--- src/design/pwr_rst_pkg.sv ---
// Package: constants for power control and reset sequencing
package pwr_rst_pkg;
   // -----------------------------------------------
   // Register map
   // -----------------------------------------------
   localparam logic [7:0] POWER_CONTROL_ADDR = 8'h87;
   localparam logic [7:0] POWER_CONTROL_RESET = 8'h00;
   localparam int BAUD_DOUBLE_POS = 7;
   localparam int RESERVED_POS = 6;
   localparam int ALE_QUIET_POS = 5;
   localparam int WDT_LOAD_ENABLE_POS = 4;
   localparam int USER_FLAG_1_POS = 3;
   localparam int USER_FLAG_0_POS = 2;
   localparam int POWERDOWN_POS = 1;
   localparam int IDLE_POS = 0;
   // -----------------------------------------------
   // Timing
   // -----------------------------------------------
   localparam int CLK_PERIOD_NS = 20;
   localparam int OSC_PER_MACHINE_CYCLE = 12;
   localparam int MIN_RESET_US = 2;
   localparam int MIN_RESET_MC = 2;
   localparam int MIN_RESET_CLKS =
      (MIN_RESET_US * 1000 + CLK_PERIOD_NS - 1) / CLK_PERIOD_NS;
   localparam int WDT_PULSE_MC = 3;
   // -----------------------------------------------
   // Reset values of neighbouring registers
   // -----------------------------------------------
   localparam logic [7:0] PORT_RESET = 8'hFF;
   localparam logic [7:0] STACK_PTR_RESET = 8'h07;
   localparam logic [7:0] SET_ENABLE_RESET = 8'hC0;
endpackage

--- src/design/power_control_and_reset.sv ---
// Power control register and reset sequencer of the microcontroller
`timescale 1ns/1ps

module power_control_and_reset #(
   parameter int OSC_DIV = pwr_rst_pkg::OSC_PER_MACHINE_CYCLE
) (
   input wire logic ref_clk_in,
   input wire logic sys_rst_in,
   input wire logic reset_pin_in,
   input wire logic watchdog_enable_n_in,
   input wire logic [7:0] sfr_addr_in,
   input wire logic [7:0] sfr_wdata_in,
   input wire logic sfr_wr_in,
   input wire logic sfr_bit_op_in,
   input wire logic [1:0] serial_mode_in,
   input wire logic wdt_load_req_in,
   input wire logic wdt_overflow_in,
   input wire logic irq_pending_in,
   input wire logic ale_raw_in,
   input wire logic program_store_strobe_raw_in,
   output logic [7:0] sfr_rdata_out,
   output logic baud_x2_out,
   output logic wdt_load_out,
   output logic idle_out,
   output logic powerdown_out,
   output logic osc_run_out,
   output logic timer2_reset_out,
   output logic pwm_force_high_out,
   output logic adc_abort_out,
   output logic reset_pin_pull_out,
   output logic reset_pin_pull_oe_out,
   output logic internal_reset_out,
   output logic address_latch_strobe_out,
   output logic program_store_strobe_out,
   output logic [7:0] port_reset_value_out,
   output logic [7:0] stack_ptr_reset_out,
   output logic [7:0] set_enable_reset_out
);

   // -----------------------------------------------
   // Machine cycle enable
   // -----------------------------------------------
   // Pulse counted in clocks so its length never depends on divider phase
   localparam int WDT_CLKS = pwr_rst_pkg::WDT_PULSE_MC * OSC_DIV;
   localparam int WDT_W = $clog2(WDT_CLKS + 1);
   logic [3:0] osc_cnt;
   logic mc_tick;
   logic baud_double;
   logic ale_quiet;
   logic wdt_load_enable;
   logic user_flag_1;
   logic user_flag_0;
   logic powerdown_bit;
   logic idle_bit;
   logic rst_seen;
   logic internal_reset;
   logic [WDT_W-1:0] wdt_cnt;
   logic wdt_pulse;
   logic reg_wr;
   logic wdt_load_ok;

   // Oscillator halts in power-down, so the divider is held at zero too
   always_ff @(posedge ref_clk_in or posedge sys_rst_in)
   begin
      if (sys_rst_in)
         osc_cnt <= 4'h0;
      else if (powerdown_bit)
         osc_cnt <= 4'h0;
      else if (osc_cnt == 4'(OSC_DIV - 1))
         osc_cnt <= 4'h0;
      else
         osc_cnt <= osc_cnt + 4'h1;
   end

   assign mc_tick = !powerdown_bit && (osc_cnt == 4'(OSC_DIV - 1));

   // -----------------------------------------------
   // Watchdog pulse on the reset line
   // -----------------------------------------------
   always_ff @(posedge ref_clk_in or posedge sys_rst_in)
   begin
      if (sys_rst_in)
         wdt_cnt <= WDT_W'(0);
      else if (wdt_overflow_in)
         wdt_cnt <= WDT_W'(WDT_CLKS);
      else if (!powerdown_bit && wdt_cnt != WDT_W'(0))
         wdt_cnt <= wdt_cnt - WDT_W'(1);
   end

   assign wdt_pulse = (wdt_cnt != WDT_W'(0));
   assign reset_pin_pull_out = wdt_pulse;
   assign reset_pin_pull_oe_out = wdt_pulse;

   // -----------------------------------------------
   // Reset sampling
   // -----------------------------------------------
   // Internal path keeps the watchdog effective with the pin tied low
   always_ff @(posedge ref_clk_in or posedge sys_rst_in)
   begin
      if (sys_rst_in)
      begin
         rst_seen <= 1'b0;
         internal_reset <= 1'b1;
      end
      else if (powerdown_bit)
      begin
         // Pin still watched: reset is the only way out
         // A lone high glitch must not linger in rst_seen
         rst_seen <= reset_pin_in;
         internal_reset <= rst_seen && reset_pin_in;
      end
      else if (mc_tick)
      begin
         rst_seen <= reset_pin_in || wdt_pulse;
         internal_reset <= rst_seen && (reset_pin_in || wdt_pulse);
      end
   end

   assign internal_reset_out = internal_reset;

   // -----------------------------------------------
   // Power control register
   // -----------------------------------------------
   // Bit operations never hit this register
   assign reg_wr = sfr_wr_in && !sfr_bit_op_in &&
      (sfr_addr_in == pwr_rst_pkg::POWER_CONTROL_ADDR);
   assign wdt_load_ok = wdt_load_req_in && wdt_load_enable;

   always_ff @(posedge ref_clk_in or posedge sys_rst_in)
   begin
      if (sys_rst_in)
      begin
         baud_double <= 1'b0;
         ale_quiet <= 1'b0;
         user_flag_1 <= 1'b0;
         user_flag_0 <= 1'b0;
      end
      else if (internal_reset)
      begin
         baud_double <= pwr_rst_pkg::POWER_CONTROL_RESET[7];
         ale_quiet <= pwr_rst_pkg::POWER_CONTROL_RESET[5];
         user_flag_1 <= pwr_rst_pkg::POWER_CONTROL_RESET[3];
         user_flag_0 <= pwr_rst_pkg::POWER_CONTROL_RESET[2];
      end
      else if (reg_wr) // Bit 6 not stored
      begin
         baud_double <= sfr_wdata_in[pwr_rst_pkg::BAUD_DOUBLE_POS];
         ale_quiet <= sfr_wdata_in[pwr_rst_pkg::ALE_QUIET_POS];
         user_flag_1 <= sfr_wdata_in[pwr_rst_pkg::USER_FLAG_1_POS];
         user_flag_0 <= sfr_wdata_in[pwr_rst_pkg::USER_FLAG_0_POS];
      end
   end

   always_ff @(posedge ref_clk_in or posedge sys_rst_in)
   begin
      if (sys_rst_in)
         wdt_load_enable <= 1'b0;
      else if (internal_reset)
         wdt_load_enable <= 1'b0;
      else if (wdt_load_ok)
         wdt_load_enable <= 1'b0;
      else if (reg_wr)
         wdt_load_enable <= sfr_wdata_in[pwr_rst_pkg::WDT_LOAD_ENABLE_POS];
   end

   always_ff @(posedge ref_clk_in or posedge sys_rst_in)
   begin
      if (sys_rst_in)
         powerdown_bit <= 1'b0;
      else if (internal_reset)
         powerdown_bit <= 1'b0;
      else if (reg_wr && sfr_wdata_in[pwr_rst_pkg::POWERDOWN_POS] &&
               watchdog_enable_n_in)
         powerdown_bit <= 1'b1;
   end

   // Idle only when power-down was not granted by the same write
   always_ff @(posedge ref_clk_in or posedge sys_rst_in)
   begin
      if (sys_rst_in)
         idle_bit <= 1'b0;
      else if (internal_reset)
         idle_bit <= 1'b0;
      else if (irq_pending_in)
         idle_bit <= 1'b0;
      else if (reg_wr && sfr_wdata_in[pwr_rst_pkg::IDLE_POS])
         idle_bit <= !(sfr_wdata_in[pwr_rst_pkg::POWERDOWN_POS] &&
                       watchdog_enable_n_in);
   end

   // Reserved bit reads zero
   always_ff @(posedge ref_clk_in or posedge sys_rst_in)
   begin
      if (sys_rst_in)
         sfr_rdata_out <= 8'h00;
      else
         sfr_rdata_out <= {baud_double, 1'b0, ale_quiet, wdt_load_enable,
            user_flag_1, user_flag_0, powerdown_bit, idle_bit};
   end

   // -----------------------------------------------
   // Mode outputs
   // -----------------------------------------------
   assign baud_x2_out = baud_double && (serial_mode_in != 2'h0);
   assign wdt_load_out = wdt_load_ok;
   assign idle_out = idle_bit;
   assign powerdown_out = powerdown_bit;
   assign osc_run_out = !powerdown_bit;
   assign timer2_reset_out = idle_bit;
   assign pwm_force_high_out = idle_bit;
   assign adc_abort_out = idle_bit;

   // Strobes high in reset and idle; low when the oscillator stops
   assign address_latch_strobe_out = internal_reset ? 1'b1 :
      (powerdown_bit ? 1'b0 :
      ((idle_bit || ale_quiet) ? 1'b1 : ale_raw_in));
   assign program_store_strobe_out = internal_reset ? 1'b1 :
      (powerdown_bit ? 1'b0 : (idle_bit ? 1'b1 : program_store_strobe_raw_in));

   // RAM has no reset path here at all
   assign port_reset_value_out = pwr_rst_pkg::PORT_RESET;
   assign stack_ptr_reset_out = pwr_rst_pkg::STACK_PTR_RESET;
   assign set_enable_reset_out = pwr_rst_pkg::SET_ENABLE_RESET;
endmodule // power_control_and_reset

--- config.mk ---
export PLATFORM = sky130hd
export DESIGN_NAME = power_control_and_reset
export DESIGN_NICKNAME = d
export VERILOG_FILES = /design/src/design/pwr_rst_pkg.sv /design/src/design/power_control_and_reset.sv
export SDC_FILE = /design/constraint.sdc
export NUM_CORES = 1
export LEC_CHECK = 0
export ABC_AREA = 1
export BUFFER_PORTS_ARGS = -buffer_cell sky130_fd_sc_hd__buf_2
export CELL_PAD_IN_SITES_DETAIL_PLACEMENT = 1
export CELL_PAD_IN_SITES_GLOBAL_PLACEMENT = 2
export CORE_ASPECT_RATIO = 1.4
export CORE_UTILIZATION = 25
export DETAILED_ROUTE_END_ITERATION = 12
export GPL_ROUTABILITY_DRIVEN = 0
export PLACE_DENSITY_LB_ADDON = 0.3
export SLEW_MARGIN = 20
export SYNTH_ARGS = -nofsm -noshare
export SYNTH_HDL_FRONTEND = slang
export SYNTH_SLANG_ARGS = --single-unit
--- constraint.sdc ---
create_clock -name ref_clk_in -period 1.4 [get_ports ref_clk_in]
set_input_delay 0 -clock ref_clk_in [delete_from_list [all_inputs] [get_ports ref_clk_in]]
set_output_delay 0 -clock ref_clk_in [all_outputs]
set_load 0.02 [all_outputs]
==> run metrics, run 1 <==
number of fillers in the final layout=736; most common cell after layout, fill and taps aside=buf_2; CTS tree=done; CP endpoint kind=primary output; outcome=finished, final reports clean; synthesis-to-layout area growth=25.1%; vias in the first global route=1227; Max Clock Skew=6.33 ps; Synth cell types=29; kind of critical path=reg -> out; die area=6390 um2; Arrival @ worst endpoint=1310 ps; Max Clk Rate=0.762 GHz; PortBufs=47; vias per cell=3.96; clock slew at reported path FFs=90 ps; drt drc=0; first-pass GRT wire length=5.46 mm; Fin. Hold Viols=0; synth warn=0; Critical R2R Launch=wdt_cnt[1]; post-synth design cell area=1520 um2; post-synthesis sequential area ratio=0.430; Synth area leader=dfrtp_1; I/O pins=74; Post-synth EDFFs=0; DR WL/cell=10.7 um; num rows=33; hold_ws=6.16 ps; Req. time, crit path=1400 ps; Pwr per Cell Area=1290 nW/um2; Syn Inst Count=179; die width=67.9 um; fin crit share=0.937; vias=1204; clk_lat worst skew=270 ps; initial antenna violation count=0; Worst Path Max Fanout=4; reg-to-reg endpoint=wdt_cnt[1]; Final Util=0.324; Post-synth ARST share=1.00; Synth top area share=0.412; Worst setup SP type=register; synth top area cells=dfrtp_1, buf_4, nand2_1; Slew Limit Fails=0; most frequent cells in the layout=buf_2, nand2_1, conb_1, dfrtp_1; Hold Path Class=in -> reg; Total Power=0.00245 W; R2R cell count=9; H-tree depth=1; total routed wirelength=3.25 mm; DRT Pass-1 Iters=3; nets=267; Hold Crit Start=wdt_overflow_in; Sink Count=26; layout cells sized above 1=0.342; diodes inserted=0; Max VDD drop=0.000348 V; Primary FF master, synth=dfrtp_1; CTS Buffer Depth=2; Root Driver=clkbuf_8; largest net degree at the start of global routing=27; hold endpoint=wdt_cnt[3]; core box area=5860 um2; GRT Util Overall=0.113; internal reg-to-reg setup slack=90 ps; synthesized area per cell=8.48 um2; gr ovfl total=0; Hold Crit Depth=4; Inst Count DP=292; Finished Layout Cells=304; max_cap viols=0; number of DRC markers in iteration 0=49; Setup TNS=0 ps; Die H=94.2 um; final setup fails=0; ANT nets after route=0; initial cell density of the core=0.259; min cycle time layout=1310 ps; P_leak=1.06 nW; post-synthesis register bit count=26; DP HPWL=2.59 mm; CTS Buf Count=3
==> sequential cells by signal, indices dropped and copies added, names as in the netlist <==
signal and count:
rst_seen 1, user_flag_0 1, wdt_load_enable 1, sfr_rdata_out 7, osc_cnt 4, user_flag_1 1, powerdown_out 1, internal_reset_out 1
adc_abort_out 1, baud_double 1, wdt_cnt 6, ale_quiet 1
==> cell type report <==
| class | instances | area (um2) | share of cell area |
|---|---|---|---|
| Inverter | 22 | 85.1 | 0.0448 |
| Multi-Input combinational cell | 124 | 658 | 0.347 |
| Timing Repair Buffer | 58 | 345 | 0.182 |
| Sequential cell | 26 | 652 | 0.343 |
| Clock buffer | 3 | 41.3 | 0.0217 |
| Tap cell | 70 | 87.6 | 0.0461 |
| Clock inverter | 1 | 30.0 | 0.0158 |
==> through the flow <==
| stage | instance area (um2) | setup slack, ps |
|---|---|---|
| after floorplan | 1600 | 81.8 |
| after global placement | 1730 | 119 |
| after detailed placement | 1730 | 65.1 |
| after CTS | 1870 | 28.0 |
| after global routing | 1900 | -3.74 |
| final | 1900 | 88.4 |
==> where the power goes <==
| group | total [W] | internal (W) | switching (W) |
|---|---|---|---|
| clock network | 0.000616 | 0.000382 | 0.000234 |
| logic | 0.000823 | 0.000295 | 0.000528 |
| registers | 0.00101 | 0.000898 | 0.000116 |
| total | 0.00245 | 0.00158 | 0.000878 |
==> logic make-up after synthesis <==
group                      after synthesis  synth area share
DFF                                     26             0.430
and+or+nand+nor                         83             0.279
adders and majority gates                3            0.0247
xor gates and xnor gates                 3            0.0173
other                                    2           0.00495
buffers and inverters                   52             0.203
AOI/OAI and AO/OA                       10            0.0412
==> per-layer routing <==
metal | vias up | part of all wire | track usage
met1 | 541 | 0.39 | 0.128
met4 | 0 | 0.021 | 0.0521
met5 | - | 0 | 0
met2 | 46 | 0.53 | 0.201
li1 | 612 | - | -
met3 | 5 | 0.062 | 0.0182
==> worst max-delay path by stage <==
stage,startpoint,cells after the start,slack (ps),endpoint
floorplan,wdt_cnt[1],9,80,wdt_cnt[1]
global placement,wdt_cnt[1],9,120,wdt_cnt[1]
detailed placement,wdt_cnt[1],9,70,wdt_cnt[1]
CTS,wdt_cnt[1],6,30,reset_pin_pull_oe_out
global route,wdt_cnt[1],9,-4,wdt_cnt[5]
finish,wdt_cnt[1],6,90,reset_pin_pull_oe_out
==> critical path, stage by stage (launching register included) <==
cell and delay (ps):
dfrtp_1 400, inv_2 60, ha_2 160, inv_2 50, nor2_8 80, nand3_4 120, buf_6 160
==> timing repair <==
item                       in CTS  in global routing
setup buffers                   1                  1
setup endpoints to repair       1                  7
hold endpoints to repair       30                  0
hold buffers                    6                  0
resized for setup               0                  9
pin swaps                       0                  1
==> cells in the mapped netlist, types with 2 or more instances <==
master,count
buf_4,29
inv_1,17
nor2_4,2
nand3_1,15
inv_2,4
a21oi_1,3
o21ai_2,2
nor3_1,2
nor2_1,11
ha_1,3
o21ai_1,2
conb_1,2
nand2_4,2
nand2_1,38
dfrtp_1,25
nor2_2,4
xnor2_1,2
nand4_1,5
Power figures use the tool's default switching activity.
==> inputs of run 2 (changes only) <==
Settings changed: CORE_UTILIZATION 25 to 27.
Clock period 1.4 ns to 1.6 ns, I/O delays scaled along.
==> run 2 against run 1 <==
Via count down 0.66%. First-iteration DRC count decreased by 57%. Hold slack gained 12 ps. Power shrank 21%. Routed wire length is 5.9% lower. Utilization up 2.1 points. Sequential cell count did not move. Sequential power down 9%. Die area shrank 7.2%. Sequential share of layout area increased by 1.5 points. Critical endpoint is now wdt_cnt[1].
==> run metrics, run 2 (synthesized netlist as in run 1, its figures left out) <==
outcome=finished, final reports clean; final setup fails=0; met2 wire length=1.52 mm; clock power share=0.190; die width=65.4 um; drt drc=0; core box area=5280 um2; number of DRC markers in iteration 0=21; Slew Limit Fails=0; max_cap viols=0; most common cell after layout, fill and taps aside=buf_2; Sink Count=26; Inst Count DP=287; I/O pins=74; H-tree depth=1; Fin. Hold Viols=0; number of fillers in the final layout=692; Root Driver=clkbuf_8; Worst Path Max Fanout=7; fin crit share=0.860; synthesis-to-layout area growth=19.9%; Resized Gates After CTS=0; largest net degree at the start of global routing=27; Hold Path Class=in -> reg; clock slew at reported path FFs=80 ps; Sequential Power Share=0.476; Die H=90.7 um; CTS Buffer Depth=2; Pwr per Cell Area=1060 nW/um2; metal3 WL=189 um; nets=264; sw power=0.000738 W; CTS tree=done; Req. time, crit path=1760 ps; Setup TNS=0 ps; DR WL/cell=10.3 um; first-pass GRT wire length=5.29 mm; register bank with the most flops=sfr_rdata_out; Max Clk Rate=0.727 GHz; initial antenna violation count=0; vias per cell=4.03; PortBufs=47; Max VDD drop=0.000314 V; CP max-delay cell=dfrtp_1; Worst setup SP type=register; clk_lat worst skew=260 ps; total routed wirelength=3.05 mm; CTS Buf Count=3; Finished Layout Cells=297; max incr delay on CP=390 ps; worst path bufs/invs=2; vias in the first global route=1197; ANT nets after route=0; DRT Pass-1 Iters=3; DP HPWL=2.49 mm; Arrival @ worst endpoint=1530 ps; Combinational Power Share=0.334; RSZ-0062 raised after global routing=no; most frequent cells in the layout=buf_2, nand2_1, conb_1, dfrtp_1, inv_1; biggest regs=sfr_rdata_out (7), wdt_cnt (6), osc_cnt (4); diodes inserted=0; gr ovfl total=0; number of flip-flops in the largest register=7; Sw Ratio=0.383; Max Clock Skew=1.88 ps; die area=5930 um2; CP endpoint kind=register; vias=1196; kind of critical path=reg -> reg; initial cell density of the core=0.288; Int Pwr=0.00119 W; critical path, cell by cell=inv_1 -> ha_1 -> inv_1 -> nor2_8 -> nand3_4 -> nand2_4 -> nand2_4 -> nand2_1 -> o21ai_2; layout cells sized above 1=0.312; uppermost routed layer=met4; num rows=31; Crit path max-delay family=simple AND/OR/NAND/NOR gates; min cycle time layout=1380 ps; GRT Util Overall=0.114; Metal-1 WL=1.28 mm; P_leak=1.03 nW
run 2: cell types whose count changed in the layout (fill, tap and decap cells not counted), sizes merged:
cell	change
clkbuf	+1
buf	-3
bufinv	-1
run 2: final timing paths:
kind | from | depth (start not counted) | slack [ps] | to
min reg2reg | user_flag_1 | 0 | 390 | sfr_rdata_out[3]
min in group asynchronous | sys_rst_in | 4 | 320 | sfr_rdata_out[7]
max reg2reg | wdt_cnt[1] | 9 | 220 | wdt_cnt[1]
max | wdt_cnt[1] | 9 | 220 | wdt_cnt[1]
min | wdt_overflow_in | 4 | 20 | wdt_cnt[3]
max in group asynchronous | sys_rst_in | 4 | 980 | internal_reset_out
run 2: per-stage QoR:
| step | utilization | hold WS, ps | setup slack [ps] | area [um2] | power (W) |
|---|---|---|---|---|---|
| 5_1_grt | 0.345 | 63.6 | 80.6 | 1820 | 0.00208 |
| 3_3_place_gp | 0.325 | 77.2 | 250 | 1710 | 0.00157 |
| 6_report | 0.345 | 18.3 | 224 | 1820 | 0.00193 |
| 3_5_place_dp | 0.325 | 76.7 | 214 | 1710 | 0.00158 |
| 4_1_cts | 0.345 | 16.5 | 193 | 1820 | 0.00198 |
| 2_1_floorplan | - | 39.3 | 282 | 1600 | 0.00145 |
run 2: area by class of cell:
type / count / area, um2 / area share
Clock buffer: 4 / 45.0 / 0.0248
Inverter: 22 / 85.1 / 0.0468
Multi-Input combinational cell: 124 / 644 / 0.354
Sequential cell: 26 / 652 / 0.358
Tap cell: 66 / 82.6 / 0.0454
Timing Repair Buffer: 55 / 310 / 0.171
run 2: worst min-delay path: cells and delay by family:
kind          cells  cell delay, ps
buf+inv           1             110
simple gates      3             140
run 2: timing repair:
item	4_1_cts	5_1_grt
hold buffers	6	0
hold endpoints to repair	30	0
buffers inserted	0	0
run 2: power by group through the flow:
stage               logic (W)  registers [W]  clock network, W
floorplan            0.000515       0.000934                 0
global placement     0.000629       0.000941                 0
detailed placement   0.000640       0.000944                 0
CTS                  0.000654       0.000930          0.000396
global route         0.000725       0.000947          0.000409
finish               0.000644       0.000919          0.000367
run 2: layer usage:
metal | up-vias | GRT usage
li1 | 606 | -
met1 | 540 | 0.130
met2 | 46 | 0.199
met3 | 4 | 0.0177
met4 | 0 | 0.0598
met5 | - | 0
==> inputs of run 3 (changes only) <==
Settings changed: HOLD_SLACK_MARGIN from default to 0.02, RECOVER_POWER from default to 50.
==> run 3 against run 2 <==
Cell area rose by 0.21%. Fmax is essentially flat. Routed wire length up 0.59%. Global-route usage increased by 0.077 points. Non-clock buffer count up 1. Die area unchanged. Worst setup slack about the same. Combinational power hardly changed. Sequential cell count stayed put. First-iteration DRC count is 29% lower. Sequential share of layout area fell by 0.074 points. Largest power group unchanged.
==> run metrics, run 3 (synthesized netlist as in run 1, its figures left out) <==
vias=1201; CTS Buf Count=3; most common cell after layout, fill and taps aside=buf_2; die area=5930 um2; kind of critical path=reg -> reg; register area=652 um2; Die H=90.7 um; hold_ws=29.4 ps; Pwr per Cell Area=1060 nW/um2; relative slew slack=0.572; outcome=finished, final reports clean; Req. time, crit path=1760 ps; num rows=31; DRT Pass-1 Iters=3; Setup TNS=0 ps; Resized Gates After CTS=0; biggest regs=sfr_rdata_out (7), wdt_cnt (6), osc_cnt (4); P_leak=1.02 nW; CTS Buffer Depth=2; Multi-input gate area=644 um2; Root Driver=clkbuf_8; largest net degree at the start of global routing=27; layout cells sized above 1=0.297; vias per cell=4.03; Max Clk Rate=0.727 GHz; GRT Util Overall=0.115; total routed wirelength=3.07 mm; Arrival @ worst endpoint=1530 ps; max_cap viols=0; Sequential Power Share=0.477; diodes inserted=0; RSZ-0062 raised after global routing=no; Setup Fix Bufs, Post-CTS=0; Max VDD drop=0.000314 V; CP endpoint kind=register; fin crit share=0.860; min cycle time layout=1380 ps; most frequent cells in the layout=buf_2, nand2_1, conb_1, dfrtp_1, inv_1; CTS tree=done; Combinational Power Share=0.333; Worst Path Max Fanout=7; initial cell density of the core=0.288; Sink Count=26; ANT nets after route=0; PortBufs=47; vias in the first global route=1209; I/O pins=74; sw power=0.000739 W; final setup fails=0; number of flip-flops in the largest register=7; Hold Path Class=in -> reg; number of DRC markers in iteration 0=15; Fin. Hold Viols=0; clock slew at reported path FFs=80 ps; nets=265; initial antenna violation count=0; Slew Limit Fails=0; H-tree depth=1; drt drc=0; Int Pwr=0.00119 W; gr ovfl total=0; DR WL/cell=10.3 um; Max Clock Skew=1.97 ps; die width=65.4 um; clock power share=0.190; core box area=5280 um2; Sw Ratio=0.383; Worst setup SP type=register; clk_lat worst skew=260 ps; synthesis-to-layout area growth=20.1%; register bank with the most flops=sfr_rdata_out; DP HPWL=2.49 mm; first-pass GRT wire length=5.33 mm; worst slew pin tran=642 ps; number of fillers in the final layout=690
[run 3: cell types whose count changed in the layout (fill, tap and decap cells not counted), sizes merged]
| cell | delta |
|---|---|
| buf | -4 |
| clkbuf | +4 |
| dlygate4sd3 | +1 |
[run 3: per-stage QoR]
| stage | setup slack [ps] | cell area [um2] | util | total power [W] | cells |
|---|---|---|---|---|---|
| final | 224 | 1820 | 0.346 | 0.00193 | 298 |
| after global routing | 80.6 | 1820 | 0.346 | 0.00208 | 298 |
| after detailed placement | 214 | 1710 | 0.325 | 0.00158 | 287 |
| after floorplan | 282 | 1600 | - | 0.00145 | 202 |
| after CTS | 193 | 1830 | 0.347 | 0.00198 | 298 |
| after global placement | 250 | 1710 | 0.325 | 0.00157 | 287 |
[run 3: final timing paths]
path / from / end / slack [ps] / cells past startpoint
max: wdt_cnt[1] / wdt_cnt[1] / 220 / 9
min: reset_pin_in / rst_seen / 30 / 5
max reg2reg: wdt_cnt[1] / wdt_cnt[1] / 220 / 9
min reg2reg: user_flag_1 / sfr_rdata_out[3] / 390 / 0
max in group asynchronous: sys_rst_in / rst_seen / 750 / 4
min in group asynchronous: sys_rst_in / sfr_rdata_out[7] / 430 / 4
[run 3: per-layer routing]
layer  routed length [um]  track usage  up-vias
li1                     -            -      608
met2                 1530        0.202       46
met1                 1290        0.130      543
met3                  185       0.0177        4
met4                   65       0.0598        0
met5                    0            0        -
[run 3: final cells by class]
cell class              instances  share of cell area
clock buffers                   4              0.0247
inverters                      22              0.0467
multi-input cells             124               0.353
flip-flops and latches         26               0.358
well taps                      66              0.0453
repair buffers                 56               0.172
[run 3: critical path: stages (launching register included)]
cell and delay (ps):
dfrtp_1 390, inv_1 120, ha_1 160, inv_1 80
nor2_8 100, nand3_4 90, nand2_4 130, nand2_4 80
nand2_1 70, o21ai_2 50
[run 3: what timing repair did]
action,CTS,global route
hold buffers,7,0
endpoints found under the setup margin,0,0
endpoints found under the hold margin,31,0
[run 3: power groups by stage]
stage          logic (W)  clock network (W)  registers [W]
3_5_place_dp    0.000640                  0       0.000944
4_1_cts         0.000656           0.000396       0.000930
2_1_floorplan   0.000515                  0       0.000934
6_report        0.000642           0.000367       0.000920
3_3_place_gp    0.000629                  0       0.000941
5_1_grt         0.000723           0.000409       0.000948
